==> src/core/usbctl_pkg.sv <==
// Shared constants and types of the USB module control block
package usbctl_pkg;
	localparam int unsigned ADDR_W = 8;
	localparam int unsigned DATA_W = 32;
	localparam logic [ADDR_W-1:0] OFF_CTRL = 8'h00;
	localparam logic [ADDR_W-1:0] OFF_STAT = 8'h04;
	localparam logic [ADDR_W-1:0] OFF_MASK = 8'h08;
	localparam int unsigned BIT_JSTATE = 7;
	localparam int unsigned BIT_SE0 = 6;
	localparam int unsigned BIT_PKT = 5;
	localparam int unsigned BIT_BUSRST = 4;
	localparam int unsigned BIT_HOST = 3;
	localparam int unsigned BIT_RESUME = 2;
	localparam int unsigned BIT_PPCLR = 1;
	localparam int unsigned BIT_EN = 0;
	localparam int unsigned CTRL_W = 8;
	localparam logic [CTRL_W-1:0] CTRL_RST = 8'h00;
	localparam int unsigned EV_W = 4;
	localparam int unsigned EV_SETUP = 0;
	localparam int unsigned EV_TOKDONE = 1;
	localparam int unsigned EV_SE0 = 2;
	localparam int unsigned EV_HOSTCHG = 3;
	localparam logic [EV_W-1:0] EV_RST = 4'h0;
	localparam int unsigned CLK_NS = 100;
	localparam int unsigned LS_BIT_NS = 667;
	localparam int unsigned EOP_SE0_BITS = 2;
	localparam int unsigned EOP_J_BITS = 1;
	localparam int unsigned EOP_SE0_CYC = (EOP_SE0_BITS * LS_BIT_NS + CLK_NS - 1) / CLK_NS;
	localparam int unsigned EOP_J_CYC = (EOP_J_BITS * LS_BIT_NS + CLK_NS - 1) / CLK_NS;
	localparam int unsigned CNT_W = 5;
	typedef enum logic [1:0] {EOP_IDLE, EOP_SE0, EOP_J} usbctl_eop_t;
endpackage

==> src/core/usbctl_sync.sv <==
// Two-flop level synchroniser
module usbctl_sync #(
	parameter int unsigned WIDTH = 1
) (
	input wire logic clk,
	input wire logic rst_n,
	input wire logic [WIDTH-1:0] d,
	output logic [WIDTH-1:0] q
);
	logic [WIDTH-1:0] meta_reg;

	// First stage feeds the second stage only
	always_ff @(posedge clk or negedge rst_n) begin
		if (!rst_n) begin
			meta_reg <= '0;
			q <= '0;
		end else begin
			meta_reg <= d;
			q <= meta_reg;
		end
	end
endmodule // usbctl_sync

==> src/core/usbctl_top.sv <==
// USB module control register, live bus flags and resume sequencer
// Functional notes
// - Control bits 31 to 8 read zero.
// - Bit 7 shows live J state.
// - Bit 6 shows live single-ended zero.
// - Function mode: bit 5 stops packet processing.
// - Function mode: SETUP token sets bit 5 automatically.
// - Host mode: bit 5 shows token executing.
// - Host mode: bit 4 drives bus reset.
// - Bit 3 enables host, resets to zero.
// - Host enable change resets host logic.
// - Bit 2 drives resume signalling.
// - Host resume clear appends low-speed EOP.
module usbctl_top (
	input wire logic pclk,
	input wire logic presetn,
	input wire logic psel,
	input wire logic penable,
	input wire logic pwrite,
	input wire logic [usbctl_pkg::ADDR_W-1:0] paddr,
	input wire logic [usbctl_pkg::DATA_W-1:0] pwdata,
	output logic [usbctl_pkg::DATA_W-1:0] prdata,
	output logic pready,
	output logic pslverr,
	input wire logic bus_j_state,
	input wire logic bus_se0,
	input wire logic setup_token_rx,
	input wire logic token_active,
	output logic packet_processing_off,
	output logic bus_reset_drive,
	output logic host_capability_on,
	output logic resume_drive,
	output logic eop_se0_drive,
	output logic eop_j_drive,
	output logic host_logic_reset,
	output logic pingpong_pointer_clear,
	output logic function_module_on,
	output logic frame_marker_on,
	output logic irq
);
	logic [1:0] live_raw;
	logic [1:0] live_sync;
	logic j_live;
	logic se0_live;
	logic se0_prev_reg;
	logic setup_ph;
	logic access_ph;
	logic hit_ctrl;
	logic hit_stat;
	logic hit_mask;
	logic ctrl_wr;
	logic stat_wr;
	logic mask_wr;
	logic host_chg;
	logic pkt_dis_reg;
	logic bus_rst_reg;
	logic host_reg;
	logic resume_reg;
	logic ppclr_reg;
	logic en_reg;
	logic tok_busy_reg;
	logic [usbctl_pkg::CTRL_W-1:0] ctrl_view;
	logic [usbctl_pkg::DATA_W-1:0] rd_mux;
	logic [usbctl_pkg::EV_W-1:0] ev;
	logic [usbctl_pkg::EV_W-1:0] status_reg;
	logic [usbctl_pkg::EV_W-1:0] status_next;
	logic [usbctl_pkg::EV_W-1:0] mask_reg;
	logic eop_start;
	usbctl_pkg::usbctl_eop_t eop_reg;
	usbctl_pkg::usbctl_eop_t eop_next;
	logic [usbctl_pkg::CNT_W-1:0] eop_cnt_reg;
	logic [usbctl_pkg::CNT_W-1:0] eop_cnt_next;

	// Bus lines are asynchronous to pclk
	assign live_raw = {bus_j_state, bus_se0};

	usbctl_sync #(
		.WIDTH(2)
	) u_live_sync (
		.clk(pclk),
		.rst_n(presetn),
		.d(live_raw),
		.q(live_sync)
	);

	assign j_live = live_sync[1];
	assign se0_live = live_sync[0];

	// APB decode; zero wait states
	assign setup_ph = psel && !penable;
	assign access_ph = psel && penable && pready;
	assign hit_ctrl = (paddr == usbctl_pkg::OFF_CTRL);
	assign hit_stat = (paddr == usbctl_pkg::OFF_STAT);
	assign hit_mask = (paddr == usbctl_pkg::OFF_MASK);
	assign ctrl_wr = access_ph && pwrite && hit_ctrl;
	assign stat_wr = access_ph && pwrite && hit_stat;
	assign mask_wr = access_ph && pwrite && hit_mask;
	assign host_chg = ctrl_wr && (pwdata[usbctl_pkg::BIT_HOST] != host_reg);

	always_comb begin
		ctrl_view = usbctl_pkg::CTRL_RST;
		ctrl_view[usbctl_pkg::BIT_JSTATE] = j_live;
		ctrl_view[usbctl_pkg::BIT_SE0] = se0_live;
		ctrl_view[usbctl_pkg::BIT_PKT] = host_reg ? tok_busy_reg : pkt_dis_reg;
		ctrl_view[usbctl_pkg::BIT_BUSRST] = bus_rst_reg;
		ctrl_view[usbctl_pkg::BIT_HOST] = host_reg;
		ctrl_view[usbctl_pkg::BIT_RESUME] = resume_reg;
		ctrl_view[usbctl_pkg::BIT_PPCLR] = ppclr_reg;
		ctrl_view[usbctl_pkg::BIT_EN] = en_reg;
	end

	always_comb begin
		rd_mux = '0;
		if (hit_ctrl) begin
			rd_mux[usbctl_pkg::CTRL_W-1:0] = ctrl_view;
		end else if (hit_stat) begin
			rd_mux[usbctl_pkg::EV_W-1:0] = status_reg;
		end else if (hit_mask) begin
			rd_mux[usbctl_pkg::EV_W-1:0] = mask_reg;
		end
	end

	always_ff @(posedge pclk or negedge presetn) begin
		if (!presetn) begin
			pready <= 1'b0;
			pslverr <= 1'b0;
			prdata <= '0;
		end else begin
			pready <= setup_ph;
			pslverr <= setup_ph && !(hit_ctrl || hit_stat || hit_mask);
			prdata <= (setup_ph && !pwrite) ? rd_mux : '0;
		end
	end

	// Set by hardware wins over a software clear
	always_ff @(posedge pclk or negedge presetn) begin
		if (!presetn) begin
			pkt_dis_reg <= 1'b0;
		end else if (setup_token_rx && !host_reg) begin
			pkt_dis_reg <= 1'b1;
		end else if (ctrl_wr && !host_reg) begin
			pkt_dis_reg <= pwdata[usbctl_pkg::BIT_PKT];
		end
	end

	always_ff @(posedge pclk or negedge presetn) begin
		if (!presetn) begin
			bus_rst_reg <= 1'b0;
			host_reg <= 1'b0;
			resume_reg <= 1'b0;
			ppclr_reg <= 1'b0;
			en_reg <= 1'b0;
		end else if (ctrl_wr) begin
			bus_rst_reg <= pwdata[usbctl_pkg::BIT_BUSRST];
			host_reg <= pwdata[usbctl_pkg::BIT_HOST];
			resume_reg <= pwdata[usbctl_pkg::BIT_RESUME];
			ppclr_reg <= pwdata[usbctl_pkg::BIT_PPCLR];
			en_reg <= pwdata[usbctl_pkg::BIT_EN];
		end
	end

	// Busy flag drops with a host-enable change
	always_ff @(posedge pclk or negedge presetn) begin
		if (!presetn) begin
			tok_busy_reg <= 1'b0;
		end else begin
			tok_busy_reg <= token_active && host_reg && !host_chg;
		end
	end

	always_ff @(posedge pclk or negedge presetn) begin
		if (!presetn) begin
			packet_processing_off <= 1'b0;
			bus_reset_drive <= 1'b0;
			host_capability_on <= 1'b0;
			resume_drive <= 1'b0;
			pingpong_pointer_clear <= 1'b0;
			function_module_on <= 1'b0;
			frame_marker_on <= 1'b0;
			host_logic_reset <= 1'b0;
		end else begin
			packet_processing_off <= pkt_dis_reg && !host_reg;
			bus_reset_drive <= bus_rst_reg && host_reg;
			host_capability_on <= host_reg;
			resume_drive <= resume_reg;
			pingpong_pointer_clear <= ppclr_reg;
			function_module_on <= en_reg && !host_reg;
			frame_marker_on <= en_reg && host_reg;
			host_logic_reset <= host_chg;
		end
	end

	// EOP tail after host resume; a host toggle aborts it
	assign eop_start = ctrl_wr && host_reg && resume_reg && !pwdata[usbctl_pkg::BIT_RESUME] && !host_chg;

	always_comb begin
		eop_next = eop_reg;
		eop_cnt_next = eop_cnt_reg;
		if (host_chg) begin
			eop_next = usbctl_pkg::EOP_IDLE;
			eop_cnt_next = '0;
		end else begin
			case (eop_reg)
				usbctl_pkg::EOP_IDLE: begin
					if (eop_start) begin
						eop_next = usbctl_pkg::EOP_SE0;
						eop_cnt_next = usbctl_pkg::CNT_W'(usbctl_pkg::EOP_SE0_CYC - 1);
					end
				end
				usbctl_pkg::EOP_SE0: begin
					if (eop_cnt_reg == '0) begin
						eop_next = usbctl_pkg::EOP_J;
						eop_cnt_next = usbctl_pkg::CNT_W'(usbctl_pkg::EOP_J_CYC - 1);
					end else begin
						eop_cnt_next = eop_cnt_reg - 1'b1;
					end
				end
				usbctl_pkg::EOP_J: begin
					if (eop_cnt_reg == '0) begin
						eop_next = usbctl_pkg::EOP_IDLE;
					end else begin
						eop_cnt_next = eop_cnt_reg - 1'b1;
					end
				end
				default: begin
					eop_next = usbctl_pkg::EOP_IDLE;
					eop_cnt_next = '0;
				end
			endcase
		end
	end

	always_ff @(posedge pclk or negedge presetn) begin
		if (!presetn) begin
			eop_reg <= usbctl_pkg::EOP_IDLE;
			eop_cnt_reg <= '0;
			eop_se0_drive <= 1'b0;
			eop_j_drive <= 1'b0;
		end else begin
			eop_reg <= eop_next;
			eop_cnt_reg <= eop_cnt_next;
			eop_se0_drive <= (eop_next == usbctl_pkg::EOP_SE0);
			eop_j_drive <= (eop_next == usbctl_pkg::EOP_J);
		end
	end

	// Sticky events, write one to clear
	always_comb begin
		ev = '0;
		ev[usbctl_pkg::EV_SETUP] = setup_token_rx && !host_reg;
		ev[usbctl_pkg::EV_TOKDONE] = tok_busy_reg && !token_active && host_reg && !host_chg;
		ev[usbctl_pkg::EV_SE0] = se0_live && !se0_prev_reg;
		ev[usbctl_pkg::EV_HOSTCHG] = host_chg;
		status_next = status_reg;
		if (stat_wr) begin
			status_next = status_reg & ~pwdata[usbctl_pkg::EV_W-1:0];
		end
		status_next = status_next | ev;
	end

	always_ff @(posedge pclk or negedge presetn) begin
		if (!presetn) begin
			se0_prev_reg <= 1'b0;
			status_reg <= usbctl_pkg::EV_RST;
			mask_reg <= usbctl_pkg::EV_RST;
			irq <= 1'b0;
		end else begin
			se0_prev_reg <= se0_live;
			status_reg <= status_next;
			if (mask_wr) begin
				mask_reg <= pwdata[usbctl_pkg::EV_W-1:0];
			end
			irq <= |(status_reg & mask_reg);
		end
	end

	// Helper run length of the EOP SE0 phase
	logic [usbctl_pkg::CNT_W-1:0] se0_run_reg;
	always_ff @(posedge pclk or negedge presetn) begin
		if (!presetn) begin
			se0_run_reg <= '0;
		end else if (eop_se0_drive) begin
			se0_run_reg <= se0_run_reg + 1'b1;
		end else begin
			se0_run_reg <= '0;
		end
	end
endmodule // usbctl_top

==> config.mk <==
export PLATFORM = sky130hd
export DESIGN_NAME = usbctl_top
export DESIGN_NICKNAME = d
export VERILOG_FILES = /design/src/core/usbctl_pkg.sv /design/src/core/usbctl_sync.sv /design/src/core/usbctl_top.sv
export SDC_FILE = /design/constraint.sdc
export NUM_CORES = 1
export LEC_CHECK = 0
export BUFFER_PORTS_ARGS = -buffer_cell sky130_fd_sc_hd__clkbuf_2
export CAP_MARGIN = 20
export CORE_MARGIN = 2
export CORE_UTILIZATION = 47
export DETAILED_ROUTE_END_ITERATION = 8
export MAX_ROUTING_LAYER = met4
export PLACE_DENSITY = 0.84
export SLEW_MARGIN = 10
export SYNTH_ARGS = -nofsm -noshare
export SYNTH_HDL_FRONTEND = slang
export SYNTH_SLANG_ARGS = --single-unit
==> constraint.sdc <==
create_clock -name pclk -period 2.4 [get_ports pclk]
set_clock_uncertainty 0.05 [all_clocks]
set_input_delay 0.12 -clock pclk [delete_from_list [all_inputs] [get_ports pclk]]
set_output_delay 0.12 -clock pclk [all_outputs]
set_load 0.005 [all_outputs]
==> flow_metrics.py, run 1 <==
metrics = {
    "synthesis": {
        "synth_common_cells": "dfrtp_1 (48), buf_4 (25), nor2_1 (17)",
        "ys_seq_area_share_pct": 54.5,
        "synth_area_per_cell_um2": 10.8,
        "yosysTopAreaCellShare_pct": 54.5,
        "synth_ff_type": "dfrtp_1",
        "synth.distinct_cells": 36,
        "async_flop_share_pct": 100,
        "ys_seq_elements": 48,
        "synth_most_common_cell": "dfrtp_1",
        "yosys_warnings": 0,
        "synth_area_um2": 2200,
        "netlist_instances": 204,
        "synthTopCellsByArea": "dfrtp_1 (55%), buf_4 (8.5%), mux2_2 (4.6%)",
        "synth_top_area_cell": "dfrtp_1",
        "synth_edf_count": 0,
    },
    "clock_tree": {
        "cts.clk_slew.worst_paths_ns": 0.09,
        "clkSinkCount": 48,
        "clk_latency_ns": 0.30,
        "cts_buffers": 5,
        "htree_levels": 2,
        "clockBufferDepth": 2,
        "cts_tree": "done",
        "cts-root-buf": "clkbuf_8",
        "post-cts-setup-buffer-count": 0,
    },
    "sta": {
        "grt_setup_unrepaired": "no",
        "layout_min_cycle_time_ns": 2.27,
        "relSlewSlack_pct": 61.3,
        "finalHoldViolCount": 0,
        "fin_crit_sh_pct": 94.4,
        "slew_violations": 0,
        "finalSetupTns_ns": 0,
        "setup_violations": 0,
        "fmax_mhz": 441,
        "worstMarginPinSlew_ns": 0.581,
    },
    "route": {
        "wl_per_cell_um": 13.1,
        "viasPerCell": 5.01,
        "drtIter0Drc": 47,
        "wl_um": 4030,
        "drt_first_pass_iters": 4,
        "ant_nets": 0,
        "vias": 1544,
        "drc_errors": 0,
    },
    "power_and_ir_drop": {
        "peakVddDrop_mv": 0.517,
        "p_leak_nw": 1.34,
        "finalPower_mw": 1.50,
        "p_per_area_nw_per_um2": 587,
    },
    "layout": {
        "largest_register_ffs": 8,
        "area_growth_pct": 16.2,
        "nFillCells": 385,
        "layout.cells.non_filler": 308,
        "final_layout_size_suffix_gt1_share_pct": 27.0,
        "diodes": 0,
        "nets": 306,
    },
    "floorplan": {
        "io_pins": 94,
        "die_h_um": 72.5,
        "die_w_um": 72.5,
        "coreArea_um2": 4440,
        "rows": 24,
        "initial_utilization_pct": 49.5,
        "die-area_um2": 5250,
    },
    "grt": {
        "grt_pass1_wl_um": 6480,
        "antenna_found_initial": 0,
        "grt_pass1_vias": 1474,
        "grt_use_total_pct": 16.8,
        "grt_max_degree": 49,
        "overflow": 0,
    },
    "min_path": {
        "hold_path.class": "in2reg",
    },
    "outcome": {
        "status": "finished clean",
    },
    "worst_setup_path": {
        "setup.worst_path.start_class": "register",
        "path_max_fanout": 7,
        "path_class": "reg2reg",
        "cp.arrival_ns": 2.41,
        "worstSetupEndpointType": "register",
        "cp_data_required_time_ns": 2.54,
    },
    "placement": {
        "dpl.hpwl_um": 2790,
        "portBuffers": 43,
        "dp.cells": 295,
        "place_congestion": 0.827,
    },
    "job": {
        "max-cap-violations": 0,
    },
}
[critical path, stage by stage (launching register included)]
cell and delay (ns):
dfrtp_1 0.39, inv_1 0.14, ha_1 0.18, or4b_2 0.71, a21oi_1 0.28, o41ai_4 0.17
mux2i_1 0.18, nor2_1 0.05
[placed cells by master, fill, tap and decap left out, types with 6 or more instances in the layout]
cell type  synthesis  layout
a21oi_1           15      15
clkbuf_2           0      43
clkbuf_8           0       6
conb_1             1      24
dfrtp_1           48      48
inv_1             10      10
mux2_2             9       9
nand2_1           13      13
nor2_1            17      17
nor3_1             9       9
[timing repair]
action / 4_1_cts / 5_1_grt
hold endpoints to repair: 52 / 0
setup endpoints to repair: 0 / 0
gates resized for setup: 0 / 0
hold buffers: 5 / 0
[kinds of logic (layout without fill, tap and decap cells)]
kind of cell	count (synthesis)	count (layout)	share of synthesized area [%]
mux	12	12	5.97
xor+xnor	5	5	1.99
other cells	1	24	0.170
compound gates	32	32	10.1
buf+inv	41	70	11.3
fa+ha+maj	2	2	1.14
simple gates	63	63	14.8
flops	48	48	54.5
[where the power goes]
| group | internal (mW) | switching [mW] | leakage, nW |
|---|---|---|---|
| clock | 0.341 | 0.265 | 0.0614 |
| combinational | 0.0288 | 0.0490 | 0.647 |
| sequential | 0.816 | 0.00382 | 0.628 |
[path summary, 6_finish.rpt]
| check | endpoint | cells past startpoint | from | slack, ns |
|---|---|---|---|---|
| worst max-delay path | eop_cnt_reg[2] | 7 | eop_cnt_reg[0] | 0.13 |
| worst min-delay path | status_reg[0] | 3 | setup_token_rx | 0.006 |
| worst max register to register | eop_cnt_reg[2] | 7 | eop_cnt_reg[0] | 0.13 |
| worst min register to register | u_live_sync.q[0] | 0 | u_live_sync.meta_reg[0] | 0.31 |
| max in group asynchronous | eop_cnt_reg[1] | 3 | presetn | 1.50 |
| min in group asynchronous | prdata[0] | 3 | presetn | 0.41 |
[per-stage QoR]
stage	utilization, %	setup slack, ns	instance area [um^2]	hold WS [ns]
6_report	57.6	0.134	2560	0.00550
5_1_grt	57.6	0.0113	2560	0.00918
4_1_cts	57.6	0.149	2560	0.00107
3_5_place_dp	53.7	0.0857	2390	0.181
3_3_place_gp	53.7	0.116	2390	0.179
2_1_floorplan	-	0.281	2290	-0.226
[per-layer routing]
metal | GRT usage [%] | wire [um] | part of all wire, %
met1 | 18.5 | 1660 | 41
met2 | 28.8 | 2030 | 50
met3 | 4.86 | 271 | 6.7
met4 | 6.17 | 64 | 1.6
met5 | - | 0 | 0
[cell type report]
cell class | instances | area [um^2] | share of cell area, %
clock buffer | 6 | 82.6 | 3.23
tap | 52 | 65.1 | 2.54
timing repair buffer | 52 | 295 | 11.5
sequential | 48 | 1200 | 46.9
multi-input combinational | 138 | 838 | 32.8
clock inverter | 2 | 38.8 | 1.52
inverter | 10 | 37.5 | 1.47
Note: power is estimated with default switching activity, not from simulation.
==> run 2: changes to the inputs <==
CORE_ASPECT_RATIO = 1.5   (was not set)
==> run 2 against run 1 <==
  * Count of clock-buffer cells in the layout unchanged
  * The run now ends with negative hold slack left
  * Largest power group unchanged
  * Clock power decreased by 16%
  * Sequential share of layout area up 0.069 points
==> flow_metrics.py, run 2 (synthesis gave the netlist of run 1 again) <==
metrics = {
    "sta": {
        "fin_crit_sh_pct": 91.0,
        "setup_violations": 0,
        "finalSetupTns_ns": 0,
        "slew_violations": 0,
        "fmax_mhz": 458,
        "finalHoldViolCount": 1,
        "grt_setup_unrepaired": "no",
        "hold_slack_ns": -0.000340,
        "layout_min_cycle_time_ns": 2.18,
    },
    "grt": {
        "busiest_layer": "met2",
        "antenna_found_initial": 0,
        "grt_pass1_vias": 1502,
        "overflow": 0,
        "grtUsageMet3_pct": 3.69,
        "met2_usage_pct": 29.9,
        "grt_max_degree": 29,
        "grt_use_total_pct": 16.8,
        "grt_pass1_wl_um": 6380,
        "use_met1_pct": 16.9,
    },
    "layout": {
        "nFillCells": 371,
        "final_cell_mix": "dfrtp_1 (48), clkbuf_2 (43), conb_1 (24)",
        "multi_input_area_um2": 838,
        "layout.cells.non_filler": 307,
        "diodes": 0,
        "nets": 309,
        "fin_util_pct": 56.7,
        "seq_area_um2": 1200,
        "final_layout_size_suffix_gt1_share_pct": 27.4,
        "final_common_cell": "dfrtp_1",
        "largest_register_ffs": 8,
        "area_growth_pct": 16.0,
    },
    "power_and_ir_drop": {
        "p_per_area_nw_per_um2": 552,
        "peakVddDrop_mv": 0.408,
        "finalPower_mw": 1.41,
        "p_leak_nw": 1.33,
    },
    "outcome": {
        "status": "finished with violations",
        "violations": "negative hold slack",
    },
    "worst_setup_path": {
        "cp_data_required_time_ns": 2.54,
        "worstSetupEndpointType": "register",
        "setup.worst_path.start_class": "register",
        "path_max_fanout": 6,
        "path_class": "reg2reg",
        "cp.arrival_ns": 2.32,
    },
    "job": {
        "max-cap-violations": 0,
    },
    "floorplan": {
        "rows": 30,
        "io_pins": 94,
        "initial_utilization_pct": 48.9,
        "coreArea_um2": 4500,
        "die_w_um": 59.9,
        "die-area_um2": 5260,
        "die_h_um": 87.8,
    },
    "placement": {
        "dp.cells": 293,
        "dpl.hpwl_um": 3000,
        "portBuffers": 43,
        "place_congestion": 0.850,
    },
    "clock_tree": {
        "ctsResizeCount": 0,
        "cts-root-buf": "clkbuf_8",
        "clkSinkCount": 48,
        "cts.clk_slew.worst_paths_ns": 0.08,
        "htree_levels": 2,
        "cts_buffers": 5,
        "cts_tree": "done",
        "clockBufferDepth": 2,
        "clk_latency_ns": 0.31,
    },
    "route": {
        "viasPerCell": 5.19,
        "drt_first_pass_iters": 4,
        "vias": 1592,
        "ant_nets": 0,
        "drtIter0Drc": 29,
        "wl_um": 4060,
        "wl_per_cell_um": 13.2,
        "drc_errors": 0,
    },
    "min_path": {
        "hold_path.class": "in2reg",
    },
}
[run 2: cell types whose count changed in the layout (fill, tap and decap cells not counted)]
| cell | before | now |
|---|---|---|
| clkinvlp_4 | 0 | 2 |
| bufinv_16 | 1 | 0 |
| dlygate4sd3_1 | 5 | 6 |
| clkinv_4 | 1 | 0 |
| buf_4 | 4 | 6 |
[run 2: layout make-up]
class	instances	area share, %
clock inverter	2	0.588
tap	48	2.35
inverter	10	1.47
timing repair buffer	55	12.5
sequential	48	47.0
clock buffer	6	3.23
multi-input combinational	138	32.8
[run 2: worst paths after layout]
path,cells after the start,from,slack (ns),endpoint
max,8,eop_cnt_reg[0],0.22,eop_cnt_reg[0]
min,3,setup_token_rx,-0.0003,status_reg[0]
max reg2reg,8,eop_cnt_reg[0],0.22,eop_cnt_reg[0]
min reg2reg,0,u_live_sync.meta_reg[0],0.30,u_live_sync.q[0]
max in group asynchronous,3,presetn,1.32,eop_cnt_reg[4]
min in group asynchronous,2,presetn,0.24,pslverr
[run 2: worst max-delay path: stages (launching register included)]
cell	delay, ns
dfrtp_1	0.39
inv_1	0.15
ha_1	0.20
or4b_2	0.61
buf_4	0.18
nand2_1	0.09
xnor2_1	0.14
a2bb2oi_1	0.19
a21oi_1	0.08
[run 2: power by group]
part / total (mW) / leakage [nW] / internal (mW) / switching, mW
Sequential: 0.821 / 0.628 / 0.817 / 0.00402
Clock: 0.510 / 0.0434 / 0.233 / 0.276
Combinational: 0.0793 / 0.662 / 0.0303 / 0.0490
Total: 1.41 / 1.33 / 1.08 / 0.329
[run 2: what timing repair did]
action | 4_1_cts | 5_1_grt
hold endpoints to repair | 25 | 0
hold buffers | 6 | 0
setup buffers | 0 | 0
[run 2: routing by layer]
metal  up-vias  wire length (um)
met5         -                 0
met4         0                94
met3        11               203
met2        62              2280
met1       770              1480
li1        749                 -
[run 2: through the flow]
| stage | area [um^2] | setup slack [ns] |
|---|---|---|
| floorplan | 2290 | 0.281 |
| global placement | 2400 | 0.148 |
| detailed placement | 2400 | 0.142 |
| CTS | 2550 | 0.223 |
| global route | 2550 | 0.0893 |
| finish | 2550 | 0.216 |
